### src/uls_pkg.sv
package uls_pkg;

	// Register offsets on the host port.
	localparam logic [2:0] OFF_DATA        = 3'h0;
	localparam logic [2:0] OFF_IRQ_EN      = 3'h1;
	localparam logic [2:0] OFF_FIFO_CTL    = 3'h2;
	localparam logic [2:0] OFF_LINE_CTL    = 3'h3;
	localparam logic [2:0] OFF_MODEM_CTL   = 3'h4;
	localparam logic [2:0] OFF_LINE_STATE  = 3'h5;
	localparam logic [2:0] OFF_MODEM_STATE = 3'h6;

	// Reset values and writable masks.
	localparam logic [7:0] IRQ_EN_RST    = 8'h00;
	localparam logic [7:0] IRQ_EN_MASK   = 8'h0F;
	localparam logic [7:0] LINE_CTL_RST  = 8'h00;
	localparam logic [7:0] MODEM_CTL_RST = 8'h00;
	localparam logic [7:0] MODEM_CTL_MSK = 8'h1F;

	// Line state flag positions.
	localparam int LS_DR   = 0;
	localparam int LS_OE   = 1;
	localparam int LS_PE   = 2;
	localparam int LS_FE   = 3;
	localparam int LS_BI   = 4;
	localparam int LS_TX_HOLDING_EMPTY = 5;
	localparam int LS_TX_ALL_IDLE = 6;
	localparam int LS_FERR = 7;

	// Modem line flag positions; current levels start at MS_LEVEL.
	localparam int MS_LEVEL = 4;

	// Line control fields.
	localparam int LC_STOP2  = 2;
	localparam int LC_PAR_EN = 3;
	localparam int LC_EVEN   = 4;
	localparam int LC_STICK  = 5;
	localparam int LC_BREAK  = 6;

	// Modem control fields.
	localparam int MC_DTR  = 0;
	localparam int MC_RTS  = 1;
	localparam int MC_USER_OUT_A = 2;
	localparam int MC_IRQ_GATE_OUT = 3;
	localparam int MC_LOOP = 4;

	// Interrupt enable and FIFO control fields.
	localparam int IE_TX    = 1;
	localparam int IE_LINE  = 2;
	localparam int IE_MODEM = 3;
	localparam int FC_EN     = 0;
	localparam int FC_RX_CLR = 1;
	localparam int FC_TX_CLR = 2;

	// Error field inside a stored receive entry.
	localparam int ERR_PE = 0;
	localparam int ERR_FE = 1;
	localparam int ERR_BI = 2;

	// Sixteen baud ticks per bit; the middle is sampled.
	localparam logic [3:0] TICK_LAST = 4'hF;
	localparam logic [3:0] TICK_HALF = 4'h7;
	localparam logic [3:0] WLEN_BASE = 4'h5;
	localparam logic [3:0] FRAME_MIN = 4'h2;
	localparam int         FRAME_W   = 12;

	typedef enum logic [2:0] {
		RX_IDLE,
		RX_START,
		RX_DATA,
		RX_PAR,
		RX_STOP,
		RX_BRK
	} uls_rx_state_t;

endpackage : uls_pkg

### src/uls_line_modem_status.sv
// Behaviour
// - Data ready set while receive data held.
// - Non-FIFO overrun overwrites unread old character.
// - FIFO overrun only when full; character dropped.
// - Overrun flag immediate, cleared by status read.
// - Parity mismatch sets bit two, read clears.
// - Low stop bit sets framing bit three.
// - FIFO errors travel with characters, shown at head.
// - After framing error without break, low stop restarts start.
// - Long low line sets break bit four.
// - Break stores one zero character, waits half-bit high.
// - Bits one to four raise line interrupt.
// - Holding empty set on shift load, cleared by write.
// - FIFO mode holding empty follows transmit FIFO.
// - Holding empty drives enabled transmit interrupt.
// - Transmitter idle only when holding and shifter empty.
// - Bit seven shows stored FIFO errors, zero otherwise.
// - Modem deltas set on change, read clears all.
// - Ring delta records only trailing ring edge.
// - Any modem delta raises modem interrupt.
// - Upper modem bits show inverted input levels.
// - Loopback shows modem control bits in upper bits.
// - Loopback routes transmit and control outputs inside.
//
// Our own choice: the address-and-strobe port.
`timescale 1ns/1ps
module uls_line_modem_status
	import uls_pkg::*;
#(
	parameter int DEPTH = 16
) (
	input  wire logic       sys_clk_in,          // System clock, 40 MHz
	input  wire logic       rst_n_in,            // Synchronous reset, low
	input  wire logic       baud16_tick_in,      // Sixteen times baud tick
	input  wire logic [2:0] reg_addr_in,         // Register offset
	input  wire logic [7:0] reg_wdata_in,        // Write data
	input  wire logic       reg_wr_in,           // Write strobe
	input  wire logic       reg_rd_in,           // Read strobe
	output logic      [7:0] reg_rdata_out,       // Read data, next cycle
	input  wire logic       rx_serial_in,        // Serial receive pin
	output logic            tx_serial_out,       // Serial transmit pin
	input  wire logic       clear_to_send_n_in,  // Clear to send, low
	input  wire logic       set_ready_n_in,      // Data set ready, low
	input  wire logic       ring_in_n_in,        // Ring indicator, low
	input  wire logic       carrier_detect_n_in, // Carrier detect, low
	output logic            request_send_n_out,  // Request to send, low
	output logic            term_ready_n_out,    // Terminal ready, low
	output logic            line_irq_out,        // Line status interrupt
	output logic            tx_irq_out,          // Holding empty interrupt
	output logic            modem_irq_out        // Modem status interrupt
);

	localparam int PTR_W = $clog2(DEPTH);
	localparam int CNT_W = PTR_W + 1;

	function automatic logic hit(input logic strobe, input logic [2:0] addr,
			input logic [2:0] off);
		hit = strobe && (addr == off);
	endfunction : hit

	function automatic logic [3:0] word_len(input logic [7:0] lc);
		word_len = {2'b00, lc[1:0]} + WLEN_BASE;
	endfunction : word_len

	// Start bit, data, optional parity, then stop bits left at one.
	function automatic logic [FRAME_W-1:0] build_frame(input logic [7:0] d,
			input logic [7:0] lc);
		logic [FRAME_W-1:0] f;
		logic [3:0]         wl;
		logic [7:0]         m;
		logic               p;
		wl   = word_len(lc);
		m    = 8'h00;
		f    = '1;
		f[0] = 1'b0;
		for (int i = 0; i < 8; i++) begin
			if (i < int'(wl)) begin
				m[i]     = d[i];
				f[i + 1] = d[i];
			end
		end
		if (lc[LC_STICK])
			p = ~lc[LC_EVEN];
		else if (lc[LC_EVEN])
			p = ^m;
		else
			p = ~^m;
		if (lc[LC_PAR_EN])
			f[wl + 4'h1] = p;
		build_frame = f;
	endfunction : build_frame

	logic [7:0]         irq_en_q;
	logic [7:0]         line_ctl_q;
	logic [7:0]         modem_ctl_q;
	logic               fifo_en_q;
	logic               rx_meta_q;
	logic               rx_sync_q;
	logic [3:0]         modem_meta_q;
	logic [3:0]         modem_sync_q;
	uls_rx_state_t      rx_state_q;
	logic [3:0]         rx_tick_q;
	logic [2:0]         rx_bit_q;
	logic [7:0]         rx_shift_q;
	logic               rx_zero_q;
	logic               rx_ones_q;
	logic               rx_perr_q;
	logic               rx_push_q;
	logic [7:0]         rx_word_q;
	logic [2:0]         rx_err_q;
	logic [10:0]        rx_mem [DEPTH];
	logic [PTR_W-1:0]   rx_wr_q;
	logic [PTR_W-1:0]   rx_rd_q;
	logic [CNT_W-1:0]   rx_cnt_q;
	logic [CNT_W-1:0]   rx_err_cnt_q;
	logic               overrun_q;
	logic [2:0]         sticky_err_q;
	logic [7:0]         tx_mem [DEPTH];
	logic [PTR_W-1:0]   tx_wr_q;
	logic [PTR_W-1:0]   tx_rd_q;
	logic [CNT_W-1:0]   tx_cnt_q;
	logic               tx_busy_q;
	logic [3:0]         tx_tick_q;
	logic [3:0]         tx_left_q;
	logic [FRAME_W-1:0] tx_sh_q;
	logic [3:0]         modem_prev_q;
	logic [3:0]         delta_q;
	logic [7:0]         reg_rdata_q;

	logic               loop;
	logic               rx_line;
	logic               tx_line;
	logic               rx_clr;
	logic               tx_clr;
	logic [CNT_W-1:0]   cap;
	logic               rx_pop;
	logic               rx_full;
	logic               rx_ok;
	logic               rx_ovr;
	logic [10:0]        rx_head;
	logic               tx_push;
	logic               tx_load;
	logic               tx_holding_empty;
	logic               tx_all_idle;
	logic [3:0]         modem_act;
	logic [3:0]         delta_set;
	logic [2:0]         shown_err;
	logic [7:0]         line_state;
	logic [7:0]         modem_state;
	logic               ls_rd;
	logic               ms_rd;

	assign loop    = modem_ctl_q[MC_LOOP];
	assign ls_rd   = hit(reg_rd_in, reg_addr_in, OFF_LINE_STATE);
	assign ms_rd   = hit(reg_rd_in, reg_addr_in, OFF_MODEM_STATE);
	assign cap     = fifo_en_q ? CNT_W'(DEPTH) : CNT_W'(1);
	assign tx_line = tx_busy_q ? tx_sh_q[0] : 1'b1;
	assign rx_line = loop ? tx_line : rx_sync_q;

	// A change of FIFO mode discards both queues so no stale entries leak.
	always_comb begin
		rx_clr = 1'b0;
		tx_clr = 1'b0;
		if (hit(reg_wr_in, reg_addr_in, OFF_FIFO_CTL)) begin
			rx_clr = reg_wdata_in[FC_RX_CLR] ||
				(reg_wdata_in[FC_EN] != fifo_en_q);
			tx_clr = reg_wdata_in[FC_TX_CLR] ||
				(reg_wdata_in[FC_EN] != fifo_en_q);
		end
	end

	always_ff @(posedge sys_clk_in) begin
		if (!rst_n_in) begin
			irq_en_q    <= IRQ_EN_RST;
			line_ctl_q  <= LINE_CTL_RST;
			modem_ctl_q <= MODEM_CTL_RST;
			fifo_en_q   <= 1'b0;
		end else if (reg_wr_in) begin
			case (reg_addr_in)
				OFF_IRQ_EN:    irq_en_q    <= reg_wdata_in & IRQ_EN_MASK;
				OFF_LINE_CTL:  line_ctl_q  <= reg_wdata_in;
				OFF_MODEM_CTL: modem_ctl_q <= reg_wdata_in & MODEM_CTL_MSK;
				OFF_FIFO_CTL:  fifo_en_q   <= reg_wdata_in[FC_EN];
				default: ;
			endcase
		end
	end

	always_ff @(posedge sys_clk_in) begin
		if (!rst_n_in) begin
			rx_meta_q    <= 1'b1;
			rx_sync_q    <= 1'b1;
			modem_meta_q <= '1;
			modem_sync_q <= '1;
		end else begin
			rx_meta_q    <= rx_serial_in;
			rx_sync_q    <= rx_meta_q;
			modem_meta_q <= {carrier_detect_n_in, ring_in_n_in,
				set_ready_n_in, clear_to_send_n_in};
			modem_sync_q <= modem_meta_q;
		end
	end

	// Receiver; a character is handed on as a one-cycle push.
	always_ff @(posedge sys_clk_in) begin
		if (!rst_n_in) begin
			rx_state_q <= RX_IDLE;
			rx_tick_q  <= '0;
			rx_bit_q   <= '0;
			rx_shift_q <= '0;
			rx_zero_q  <= 1'b0;
			rx_ones_q  <= 1'b0;
			rx_perr_q  <= 1'b0;
			rx_push_q  <= 1'b0;
			rx_word_q  <= '0;
			rx_err_q   <= '0;
		end else begin
			rx_push_q <= 1'b0;
			if (baud16_tick_in) begin
				rx_tick_q <= rx_tick_q + 4'h1;
				case (rx_state_q)
					RX_IDLE: begin
						rx_tick_q <= '0;
						if (!rx_line)
							rx_state_q <= RX_START;
					end
					RX_START: begin
						if (rx_tick_q == TICK_HALF) begin
							rx_tick_q  <= '0;
							rx_bit_q   <= '0;
							rx_shift_q <= '0;
							rx_zero_q  <= 1'b1;
							rx_ones_q  <= 1'b0;
							rx_perr_q  <= 1'b0;
							rx_state_q <= rx_line ? RX_IDLE : RX_DATA;
						end
					end
					RX_DATA: begin
						if (rx_tick_q == TICK_LAST) begin
							rx_shift_q[rx_bit_q] <= rx_line;
							rx_zero_q <= rx_zero_q & ~rx_line;
							rx_ones_q <= rx_ones_q ^ rx_line;
							rx_bit_q  <= rx_bit_q + 3'h1;
							if ({1'b0, rx_bit_q} + 4'h1 == word_len(line_ctl_q))
								rx_state_q <= line_ctl_q[LC_PAR_EN] ?
									RX_PAR : RX_STOP;
						end
					end
					RX_PAR: begin
						if (rx_tick_q == TICK_LAST) begin
							rx_zero_q <= rx_zero_q & ~rx_line;
							if (line_ctl_q[LC_STICK])
								rx_perr_q <= rx_line == line_ctl_q[LC_EVEN];
							else
								rx_perr_q <= (rx_ones_q ^ rx_line) ==
									line_ctl_q[LC_EVEN];
							rx_state_q <= RX_STOP;
						end
					end
					RX_STOP: begin
						if (rx_tick_q == TICK_LAST) begin
							rx_push_q          <= 1'b1;
							rx_tick_q          <= '0;
							rx_err_q[ERR_PE]   <= rx_perr_q;
							rx_err_q[ERR_FE]   <= ~rx_line;
							rx_err_q[ERR_BI]   <= ~rx_line & rx_zero_q;
							rx_word_q <= (~rx_line & rx_zero_q) ? 8'h00 :
								rx_shift_q;
							if (!rx_line && rx_zero_q)
								rx_state_q <= RX_BRK;
							else if (!rx_line) begin
								// The low stop was seen at mid-bit, so one more
								// start sample keeps the data samples centred.
								rx_tick_q  <= TICK_HALF;
								rx_state_q <= RX_START;
							end else
								rx_state_q <= RX_IDLE;
						end
					end
					RX_BRK: begin
						// Only a half bit of steady mark ends the break.
						if (!rx_line)
							rx_tick_q <= '0;
						else if (rx_tick_q == TICK_HALF)
							rx_state_q <= RX_IDLE;
					end
					default: rx_state_q <= RX_IDLE;
				endcase
			end
		end
	end

	// Non-FIFO mode is the same queue with room for one character.
	assign rx_pop  = hit(reg_rd_in, reg_addr_in, OFF_DATA) && (rx_cnt_q != '0);
	assign rx_full = (rx_cnt_q >= cap) && !rx_pop;
	assign rx_ok   = rx_push_q && !rx_full;
	assign rx_ovr  = rx_push_q && rx_full;
	assign rx_head = rx_mem[rx_rd_q];

	always_ff @(posedge sys_clk_in) begin
		if (rx_ok)
			rx_mem[rx_wr_q] <= {rx_err_q, rx_word_q};
		else if (rx_ovr && !fifo_en_q)
			rx_mem[rx_rd_q] <= {rx_err_q, rx_word_q};
	end

	always_ff @(posedge sys_clk_in) begin
		if (!rst_n_in || rx_clr) begin
			rx_wr_q      <= '0;
			rx_rd_q      <= '0;
			rx_cnt_q     <= '0;
			rx_err_cnt_q <= '0;
		end else begin
			if (rx_ok)
				rx_wr_q <= rx_wr_q + 1'b1;
			if (rx_pop)
				rx_rd_q <= rx_rd_q + 1'b1;
			rx_cnt_q <= rx_cnt_q + CNT_W'(rx_ok) - CNT_W'(rx_pop);
			rx_err_cnt_q <= rx_err_cnt_q + CNT_W'(rx_ok && (rx_err_q != '0))
				- CNT_W'(rx_pop && (rx_head[10:8] != '0));
		end
	end

	// New events win over the clearing read of the same cycle.
	always_ff @(posedge sys_clk_in) begin
		if (!rst_n_in) begin
			overrun_q    <= 1'b0;
			sticky_err_q <= '0;
		end else begin
			overrun_q <= rx_ovr || (overrun_q && !ls_rd);
			sticky_err_q <= ((rx_push_q && !fifo_en_q) ? rx_err_q : 3'h0) |
				(sticky_err_q & ~{3{ls_rd}});
		end
	end

	// Transmit queue and shifter.
	assign tx_push = hit(reg_wr_in, reg_addr_in, OFF_DATA) && (tx_cnt_q < cap);
	assign tx_load = !tx_busy_q && (tx_cnt_q != '0);
	assign tx_holding_empty    = (tx_cnt_q == '0);
	assign tx_all_idle    = tx_holding_empty && !tx_busy_q;

	always_ff @(posedge sys_clk_in) begin
		if (tx_push)
			tx_mem[tx_wr_q] <= reg_wdata_in;
	end

	always_ff @(posedge sys_clk_in) begin
		if (!rst_n_in || tx_clr) begin
			tx_wr_q  <= '0;
			tx_rd_q  <= '0;
			tx_cnt_q <= '0;
		end else begin
			if (tx_push)
				tx_wr_q <= tx_wr_q + 1'b1;
			if (tx_load)
				tx_rd_q <= tx_rd_q + 1'b1;
			tx_cnt_q <= tx_cnt_q + CNT_W'(tx_push) - CNT_W'(tx_load);
		end
	end

	always_ff @(posedge sys_clk_in) begin
		if (!rst_n_in) begin
			tx_busy_q <= 1'b0;
			tx_tick_q <= '0;
			tx_left_q <= '0;
			tx_sh_q   <= '1;
		end else if (tx_load) begin
			tx_busy_q <= 1'b1;
			tx_tick_q <= '0;
			tx_sh_q   <= build_frame(tx_mem[tx_rd_q], line_ctl_q);
			tx_left_q <= FRAME_MIN + word_len(line_ctl_q) +
				{3'b000, line_ctl_q[LC_PAR_EN]} +
				{3'b000, line_ctl_q[LC_STOP2]};
		end else if (tx_busy_q && baud16_tick_in) begin
			tx_tick_q <= tx_tick_q + 4'h1;
			if (tx_tick_q == TICK_LAST) begin
				tx_sh_q   <= {1'b1, tx_sh_q[FRAME_W-1:1]};
				tx_left_q <= tx_left_q - 4'h1;
				if (tx_left_q == 4'h1)
					tx_busy_q <= 1'b0;
			end
		end
	end

	// Modem inputs as active-high levels, ordered cts, dsr, ri, dcd.
	assign modem_act = loop ? {modem_ctl_q[MC_IRQ_GATE_OUT], modem_ctl_q[MC_USER_OUT_A],
		modem_ctl_q[MC_DTR], modem_ctl_q[MC_RTS]} :
		~modem_sync_q;
	assign delta_set = {modem_act[3] ^ modem_prev_q[3],
		modem_prev_q[2] & ~modem_act[2],
		modem_act[1] ^ modem_prev_q[1],
		modem_act[0] ^ modem_prev_q[0]};

	always_ff @(posedge sys_clk_in) begin
		if (!rst_n_in) begin
			modem_prev_q <= '0;
			delta_q      <= '0;
		end else begin
			modem_prev_q <= modem_act;
			delta_q <= delta_set | (delta_q & ~{4{ms_rd}});
		end
	end

	assign shown_err = fifo_en_q ? (rx_head[10:8] & {3{rx_cnt_q != '0}}) :
		sticky_err_q;

	always_comb begin
		line_state          = 8'h00;
		line_state[LS_DR]   = (rx_cnt_q != '0);
		line_state[LS_OE]   = overrun_q;
		line_state[LS_PE]   = shown_err[ERR_PE];
		line_state[LS_FE]   = shown_err[ERR_FE];
		line_state[LS_BI]   = shown_err[ERR_BI];
		line_state[LS_TX_HOLDING_EMPTY] = tx_holding_empty;
		line_state[LS_TX_ALL_IDLE] = tx_all_idle;
		line_state[LS_FERR] = fifo_en_q && (rx_err_cnt_q != '0);
	end

	assign modem_state = {modem_act, delta_q};

	// Read data are captured before the same edge clears read flags.
	always_ff @(posedge sys_clk_in) begin
		if (!rst_n_in || !reg_rd_in) begin
			reg_rdata_q <= 8'h00;
		end else begin
			case (reg_addr_in)
				OFF_DATA:        reg_rdata_q <= rx_head[7:0];
				OFF_IRQ_EN:      reg_rdata_q <= irq_en_q;
				OFF_LINE_CTL:    reg_rdata_q <= line_ctl_q;
				OFF_MODEM_CTL:   reg_rdata_q <= modem_ctl_q;
				OFF_LINE_STATE:  reg_rdata_q <= line_state;
				OFF_MODEM_STATE: reg_rdata_q <= modem_state;
				default:         reg_rdata_q <= 8'h00;
			endcase
		end
	end

	always_ff @(posedge sys_clk_in) begin
		if (!rst_n_in) begin
			tx_serial_out      <= 1'b1;
			request_send_n_out <= 1'b1;
			term_ready_n_out   <= 1'b1;
			line_irq_out       <= 1'b0;
			tx_irq_out         <= 1'b0;
			modem_irq_out      <= 1'b0;
		end else begin
			tx_serial_out <= loop ||
				(tx_line && !line_ctl_q[LC_BREAK]);
			request_send_n_out <= loop || !modem_ctl_q[MC_RTS];
			term_ready_n_out   <= loop || !modem_ctl_q[MC_DTR];
			line_irq_out <= irq_en_q[IE_LINE] &&
				(line_state[LS_BI:LS_OE] != '0);
			tx_irq_out    <= irq_en_q[IE_TX] && tx_holding_empty;
			modem_irq_out <= irq_en_q[IE_MODEM] && (delta_q != '0);
		end
	end

	assign reg_rdata_out = reg_rdata_q;

endmodule : uls_line_modem_status

### config.mk
export PLATFORM = sky130hd
export DESIGN_NAME = uls_line_modem_status
export DESIGN_NICKNAME = d
export VERILOG_FILES = /design/src/uls_pkg.sv /design/src/uls_line_modem_status.sv
export SDC_FILE = /design/constraint.sdc
export NUM_CORES = 1
export LEC_CHECK = 0
export BUFFER_PORTS_ARGS = -buffer_cell sky130_fd_sc_hd__buf_4
export CAP_MARGIN = 20
export CORE_UTILIZATION = 34
export DETAILED_ROUTE_END_ITERATION = 6
export GPL_ROUTABILITY_DRIVEN = 0
export PLACE_DENSITY = 0.59
export SETUP_SLACK_MARGIN = 0.15
export SLEW_MARGIN = 25
export SYNTH_ARGS = -nofsm -noshare
export SYNTH_HDL_FRONTEND = slang
export SYNTH_SLANG_ARGS = --single-unit
### constraint.sdc
create_clock -name sys_clk_in -period 9.67 [get_ports sys_clk_in]
set_clock_uncertainty 0.15 [all_clocks]
set_input_delay 2.4175 -clock sys_clk_in [delete_from_list [all_inputs] [get_ports sys_clk_in]]
set_output_delay 2.4175 -clock sys_clk_in [all_outputs]
set_load 0.01 [all_outputs]
==> reports/qor.csv, run 1 <==
stage,metric,value,unit
worst_setup_path,end_kind,register,
synthesis,synth_cell_types,62,
drt,drt_iter0_markers,996,
sta,rsz0062_at_grt,false,
drt,vias,11358,
cts,cts_tree,done,
cts,cts_sinks,451,
worst_setup_path,cp_slowest_cell,nor3_2,
finish,drive_above_1_share,15.3,%
hold_path,min_from,modem_ctl_q[1],
power,powerDensity,213,nW/um2
drt,ant_nets,0,
global_routing,track_usage,15.9,%
synthesis,ys.flop_type,edfxtp_1,
global_routing,grt_pass1_wl,68600,um
power,p_leak,0.00742,uW
cts,cts_hold_buf,0,
power,p_int,3430,uW
synthesis,synth_warnings,0,
worst_setup_path,max_stage_delay,650,ps
worst_setup_path,worstPathRequired,10030,ps
drt,drc_errors,0,
cts,root_buffer,clkbuf_16,
cts,clk_pin_slew_worst_paths,60,ps
cts,clk_latency,600,ps
cts,htreeDepth,2,
worst_setup_path,critical_path_class,in2reg,
power,p_total,4610,uW
power,vdd_drop_max,0.000152,V
power,seqPwrFrac,46.4,%
cts,clockBufferDepth,3,
status,status,"finished, final reports clean",
synthesis,synthTopCellsByCount,"304 x edfxtp_1, 147 x dfxtp_1, 137 x nor2_1",
sta,finalSetupViolations,0,
power,p_clk_share,39.7,%
worst_setup_path,worstPathCellList,buf_4 -> nor3_2 -> and3_1 -> nor2_1 -> nor2b_1 -> o31ai_1 -> ha_1 -> inv_1 -> ha_1 -> inv_1 -> fa_1 -> inv_1 -> a21oi_1 -> nor2_1 -> or3_1 -> a21oi_1,
synthesis,async_flop_share,0,%
drt,routed_via_density,5.18,
synthesis,yosysSeqAreaShare,63.6,%
flow_run,drv_cap,0,
finish,multi_input_area,6480,um2
finish,fill_cells,5201,
floorplan,fp.dieW,238,um
sta,final_hold_viol_count,0,
power,sw_frac_of_total,25.7,%
synthesis,synth_area_leader_cell,edfxtp_1,
worst_setup_path,cp_common_cell,inv_1,
synthesis,syn_avg_cell_area,13.8,um2
drt,wl,44900,um
cts,postCtsSetupBuffers,0,
synthesis,netlist_area,19000,um2
power,combPwrFrac,13.9,%
synthesis,synth_edf_count,304,
finish,fin_nets,1474,
synthesis,synth_most_common_cell,edfxtp_1,
synthesis,synth_area_leaders,"edfxtp_1 48%, dfxtp_1 15%, mux4_2 8.9%",
synthesis,syn-instance-count,1373,
sta,timing.hold.ws,237,ps
worst_setup_path,worstPathArrival,5770,ps
global_routing,grt_max_degree,63,
placement,io_buffers,34,
floorplan,start_util,34.5,%
floorplan,io_pins,35,
sta,relSlewSlack,30.5,%
cts,numCtsBuffers,48,
floorplan,core_area,55100,um2
finish,syn2layout_area_growth,13.8,%
cts,cts-resized-gates,0,
sta,fin_ws,4250,ps
finish,seqCellArea,12100,um2
synthesis,ys_ff_latch,451,
worst_setup_path,critPathMaxFanout,14,
sta,drv_slew,0,
drt,wl_per_cell,20.5,um
hold_path,hold_class,reg2reg,
sta,finalCriticalPeriod,5420,ps
sta,fmax,0.185,GHz
placement,dp_slack,3670,ps
global_routing,overflow,0,
placement,dp_hpwl,29900,um
worst_setup_path,critPathLaunchType,input pin,
sta,period_share,56.0,%
worst_setup_path,crit_start,reg_addr_in[2],
synthesis,synth_nets,1445,
floorplan,die_area,56800,um2
global_routing,grt_pass1_vias,11130,
global_routing,antenna_found_initial,4,
floorplan,placementRows,86,
floorplan,die_y,238,um
sta,finalSetupTns,0,ps
sta,worstMarginPinSlew,1040,ps
power,power_switching,1190,uW
drt,dr.pass1.iters,5,
synthesis,synth_top_cell_area_share,48.1,%
==> kinds of logic after synthesis <==
logic type | Yosys count | synth area share, %
flops | 451 | 63.6
simple gates | 382 | 9.13
compound gates | 201 | 6.70
mux | 125 | 12.5
buf+inv | 121 | 2.57
fa+ha+maj | 51 | 3.52
xor+xnor | 42 | 2.01
==> registers in the layout (all words and copies together), names as in the netlist, 8 cells and up, named ones only <==
name and count:
line_ctl_q 8, reg_rdata_out 8, rx_mem 176, rx_shift_q 8, rx_word_q 8, tx_mem 128
tx_sh_q 12
==> worst paths after layout <==
check | to | slack, ps | depth (start not counted)
max | rx_err_cnt_q[4] | 4250 | 16
min | request_send_n_out | 240 | 1
max reg2reg | rx_err_cnt_q[4] | 5200 | 15
min reg2reg | request_send_n_out | 240 | 1
==> placed cells by master (no fill, tap or decap), types with 20 or more instances in the layout <==
cell,count
inv_1,51
a21oi_1,68
edfxtp_1,304
mux2i_1,36
ha_1,47
nand2b_1,25
nand2_1,113
nand3_1,26
o21ai_0,35
xnor2_1,23
dfxtp_1,144
buf_4,46
nor2_1,127
mux4_2,75
clkbuf_16,48
a22oi_1,20
==> power by group through the flow <==
stage	logic, uW	clock network (uW)	registers, uW
after floorplan	519	0	2170
after global placement	637	0	2180
after detailed placement	647	0	2180
after CTS	650	1870	2140
after global routing	702	1940	2150
final	641	1830	2140
==> metrics by stage <==
stage / util [%] / cell area [um2] / cells
CTS: 39.1 / 21600 / 2189
finish: 39.2 / 21600 / 2191
global route: 39.2 / 21600 / 2190
detailed placement: 36.3 / 20000 / 2100
global placement: 36.3 / 20000 / 2100
floorplan: - / 19000 / 1373
==> critical path: cells and delay by family <==
family	cells	cell delay (ps)
adder cells (fa/ha/maj)	3	680
AND/OR/NAND/NOR	6	1950
buffers and inverters	4	320
AO/OA/AOI/OAI	3	400
==> area by class of cell <==
cell class / instances / share of cell area (%)
inverter: 54 / 0.949
tap: 748 / 4.33
clock buffer: 65 / 6.08
clock inverter: 24 / 1.15
sequential: 451 / 55.9
multi-input combinational: 801 / 30.0
antenna: 2 / 0.0232
timing repair buffer: 46 / 1.60
==> layer usage <==
metal	wire, um	vias to the layer above	share of wire [%]	track usage [%]
met1	20100	5757	45	22.2
met3	2460	75	5.5	2.59
li1	-	5202	-	-
met4	1120	2	2.5	5.21
met5	9	-	0.020	0
met2	21200	322	47	25.3
No activity file was read; power rests on OpenSTA's default activity.
==> inputs of run 2 (changes only) <==
==> constraint.sdc (replaced) <==
create_clock -name sys_clk_in -period 5.6 [get_ports sys_clk_in]
set_clock_uncertainty 0.15 [all_clocks]
set_input_delay 1.4 -clock sys_clk_in [delete_from_list [all_inputs] [get_ports sys_clk_in]]
set_output_delay 1.4 -clock sys_clk_in [all_outputs]
set_load 0.01 [all_outputs]
==> run 2 against run 1 <==
Effect of this change: first-iteration DRC count grew 3.2%; core utilization increased by 0.22 points; count of clock-buffer cells in the layout shrank 4; worst setup slack lost 2800 ps; largest power group unchanged; sequential share of layout area decreased by 0.31 points; highest routed layer unchanged; hold slack improved by 17 ps; die area did not move.
==> reports/qor.csv, run 2 (same netlist as run 1, synthesis figures left out) <==
stage,metric,value,unit
finish,reg_top3,"rx_mem: 176 flops, tx_mem: 128 flops, tx_sh_q: 12 flops",
power,powerDensity,370,nW/um2
drt,vias,11312,
worst_setup_path,critPathMaxFanout,21,
cts,cts_sinks,451,
sta,timing.hold.ws,255,ps
hold_path,min_from,modem_meta_q[1],
status,status,"finished, final reports clean",
finish,largest-register,rx_mem,
cts,root_buffer,clkbuf_16,
cts,htreeDepth,2,
worst_setup_path,reg2reg_depth,14,
cts,clk_latency,590,ps
drt,dr.pass1.iters,5,
finish,largest_reg_flops,176,
sta,fmax,0.243,GHz
finish,final_common_cell,edfxtp_1,
sta,period_share,73.5,%
global_routing,grt_pass1_wl,67400,um
hold_path,holdPathStages,1,
floorplan,io_pins,35,
cts,cts_tree,done,
worst_setup_path,reg2reg_to,rx_err_cnt_q[4],
placement,placed_cells,2120,
hold_path,worstHoldEndpoint,modem_sync_q[1],
cts,cts_hold_buf,0,
drt,drc_errors,0,
global_routing,grt_pass1_vias,11353,
placement,io_buffers,34,
power,power_switching,2060,uW
sta,finalCriticalPeriod,4110,ps
sta,rsz0062_at_grt,false,
finish,fin_nets,1494,
drt,wl_per_cell,19.6,um
finish,multi_input_area,6430,um2
power,combPwrFrac,13.9,%
floorplan,placementRows,86,
power,sw_frac_of_total,25.6,%
flow_run,drv_cap,0,
drt,ant_nets,0,
drt,drt_iter0_markers,1028,
placement,dp_hpwl,29200,um
worst_setup_path,rrSetupSlack,1490,ps
global_routing,grt_max_degree,63,
power,seqPwrFrac,46.6,%
worst_setup_path,critical_path_class,reg2reg,
floorplan,fp.dieW,238,um
cts,cts-resized-gates,0,
global_routing,track_usage,15.5,%
finish,seqCellArea,12100,um2
sta,finalSetupTns,0,ps
cts,clockBufferDepth,3,
power,p_int,5990,uW
worst_setup_path,worstPathRequired,5940,ps
cts,postCtsSetupBuffers,0,
sta,relSlewSlack,30.5,%
finish,finalNonFillerCells,2210,
cts,numCtsBuffers,48,
worst_setup_path,worstPathArrival,4450,ps
finish,drive_above_1_share,15.3,%
sta,finalSetupViolations,0,
global_routing,overflow,0,
hold_path,hold_class,reg2reg,
worst_setup_path,critPathLaunchType,register,
global_routing,antenna_found_initial,5,
sta,drv_slew,0,
floorplan,die_y,238,um
finish,fill_cells,5183,
sta,final_hold_viol_count,0,
finish,syn2layout_area_growth,14.5,%
floorplan,die_area,56800,um2
sta,worstMarginPinSlew,1040,ps
cts,clk_pin_slew_worst_paths,60,ps
power,p_leak,0.00736,uW
floorplan,core_area,55100,um2
finish,final_cell_mix,"304 x edfxtp_1, 144 x dfxtp_1, 137 x nor2_1",
floorplan,start_util,34.5,%
power,p_total,8050,uW
worst_setup_path,end_kind,register,
power,vdd_drop_max,0.000228,V
power,p_clk_share,39.5,%
drt,wl,43400,um
drt,routed_via_density,5.12,
run 2: power groups by stage:
| stage | clock network, uW | logic [uW] | registers [uW] |
|---|---|---|---|
| CTS | 3260 | 1130 | 3760 |
| global placement | 0 | 1100 | 3820 |
| detailed placement | 0 | 1120 | 3830 |
| floorplan | 0 | 936 | 3750 |
| finish | 3180 | 1120 | 3750 |
| global route | 3380 | 1240 | 3770 |
run 2: area by class of cell:
class                      count  share of cell area [%]
antenna                        1                  0.0115
clock buffer                  61                    5.99
clock inverter                28                    1.33
inverter                      54                   0.939
multi-input combinational    801                    29.6
sequential                   451                    55.6
tap                          748                    4.31
timing repair buffer          66                    2.28
run 2: worst max-delay path by stage:
stage                              start               to  slack (ps)
after floorplan           reg_addr_in[2]  rx_err_cnt_q[4]        1090
after global placement    reg_addr_in[2]  rx_err_cnt_q[4]        1100
after detailed placement  reg_addr_in[2]  rx_err_cnt_q[4]        1000
after CTS                       register  rx_err_cnt_q[4]        1400
after global routing            register  rx_err_cnt_q[4]        1210
final                           register  rx_err_cnt_q[4]        1490
run 2: through the flow:
step                worst slack (ps)  area [um2]  utilization (%)
floorplan                       1090       19000                -
global placement                1100       20100             36.6
detailed placement               996       20100             36.6
CTS                             1400       21700             39.4
global route                    1210       21700             39.4
finish                          1490       21700             39.4
run 2: per-layer routing:
metal | GRT usage [%] | share of wire, %
met2 | 24.6 | 47
met4 | 4.33 | 1.9
met5 | 0 | 0.085
met1 | 21.2 | 45
met3 | 3.56 | 6.3
run 2: critical path, stage by stage (launching register included):
cell     delay [ps]
dfxtp_2         850
mux4_2          640
mux4_2          520
nor3_1          240
nor2_1           70
ha_1            280
inv_1            40
ha_1            180
inv_1            80
fa_1            210
inv_1            50
a21oi_1         120
nor2_1           60
or3_1           350
a21oi_1         180
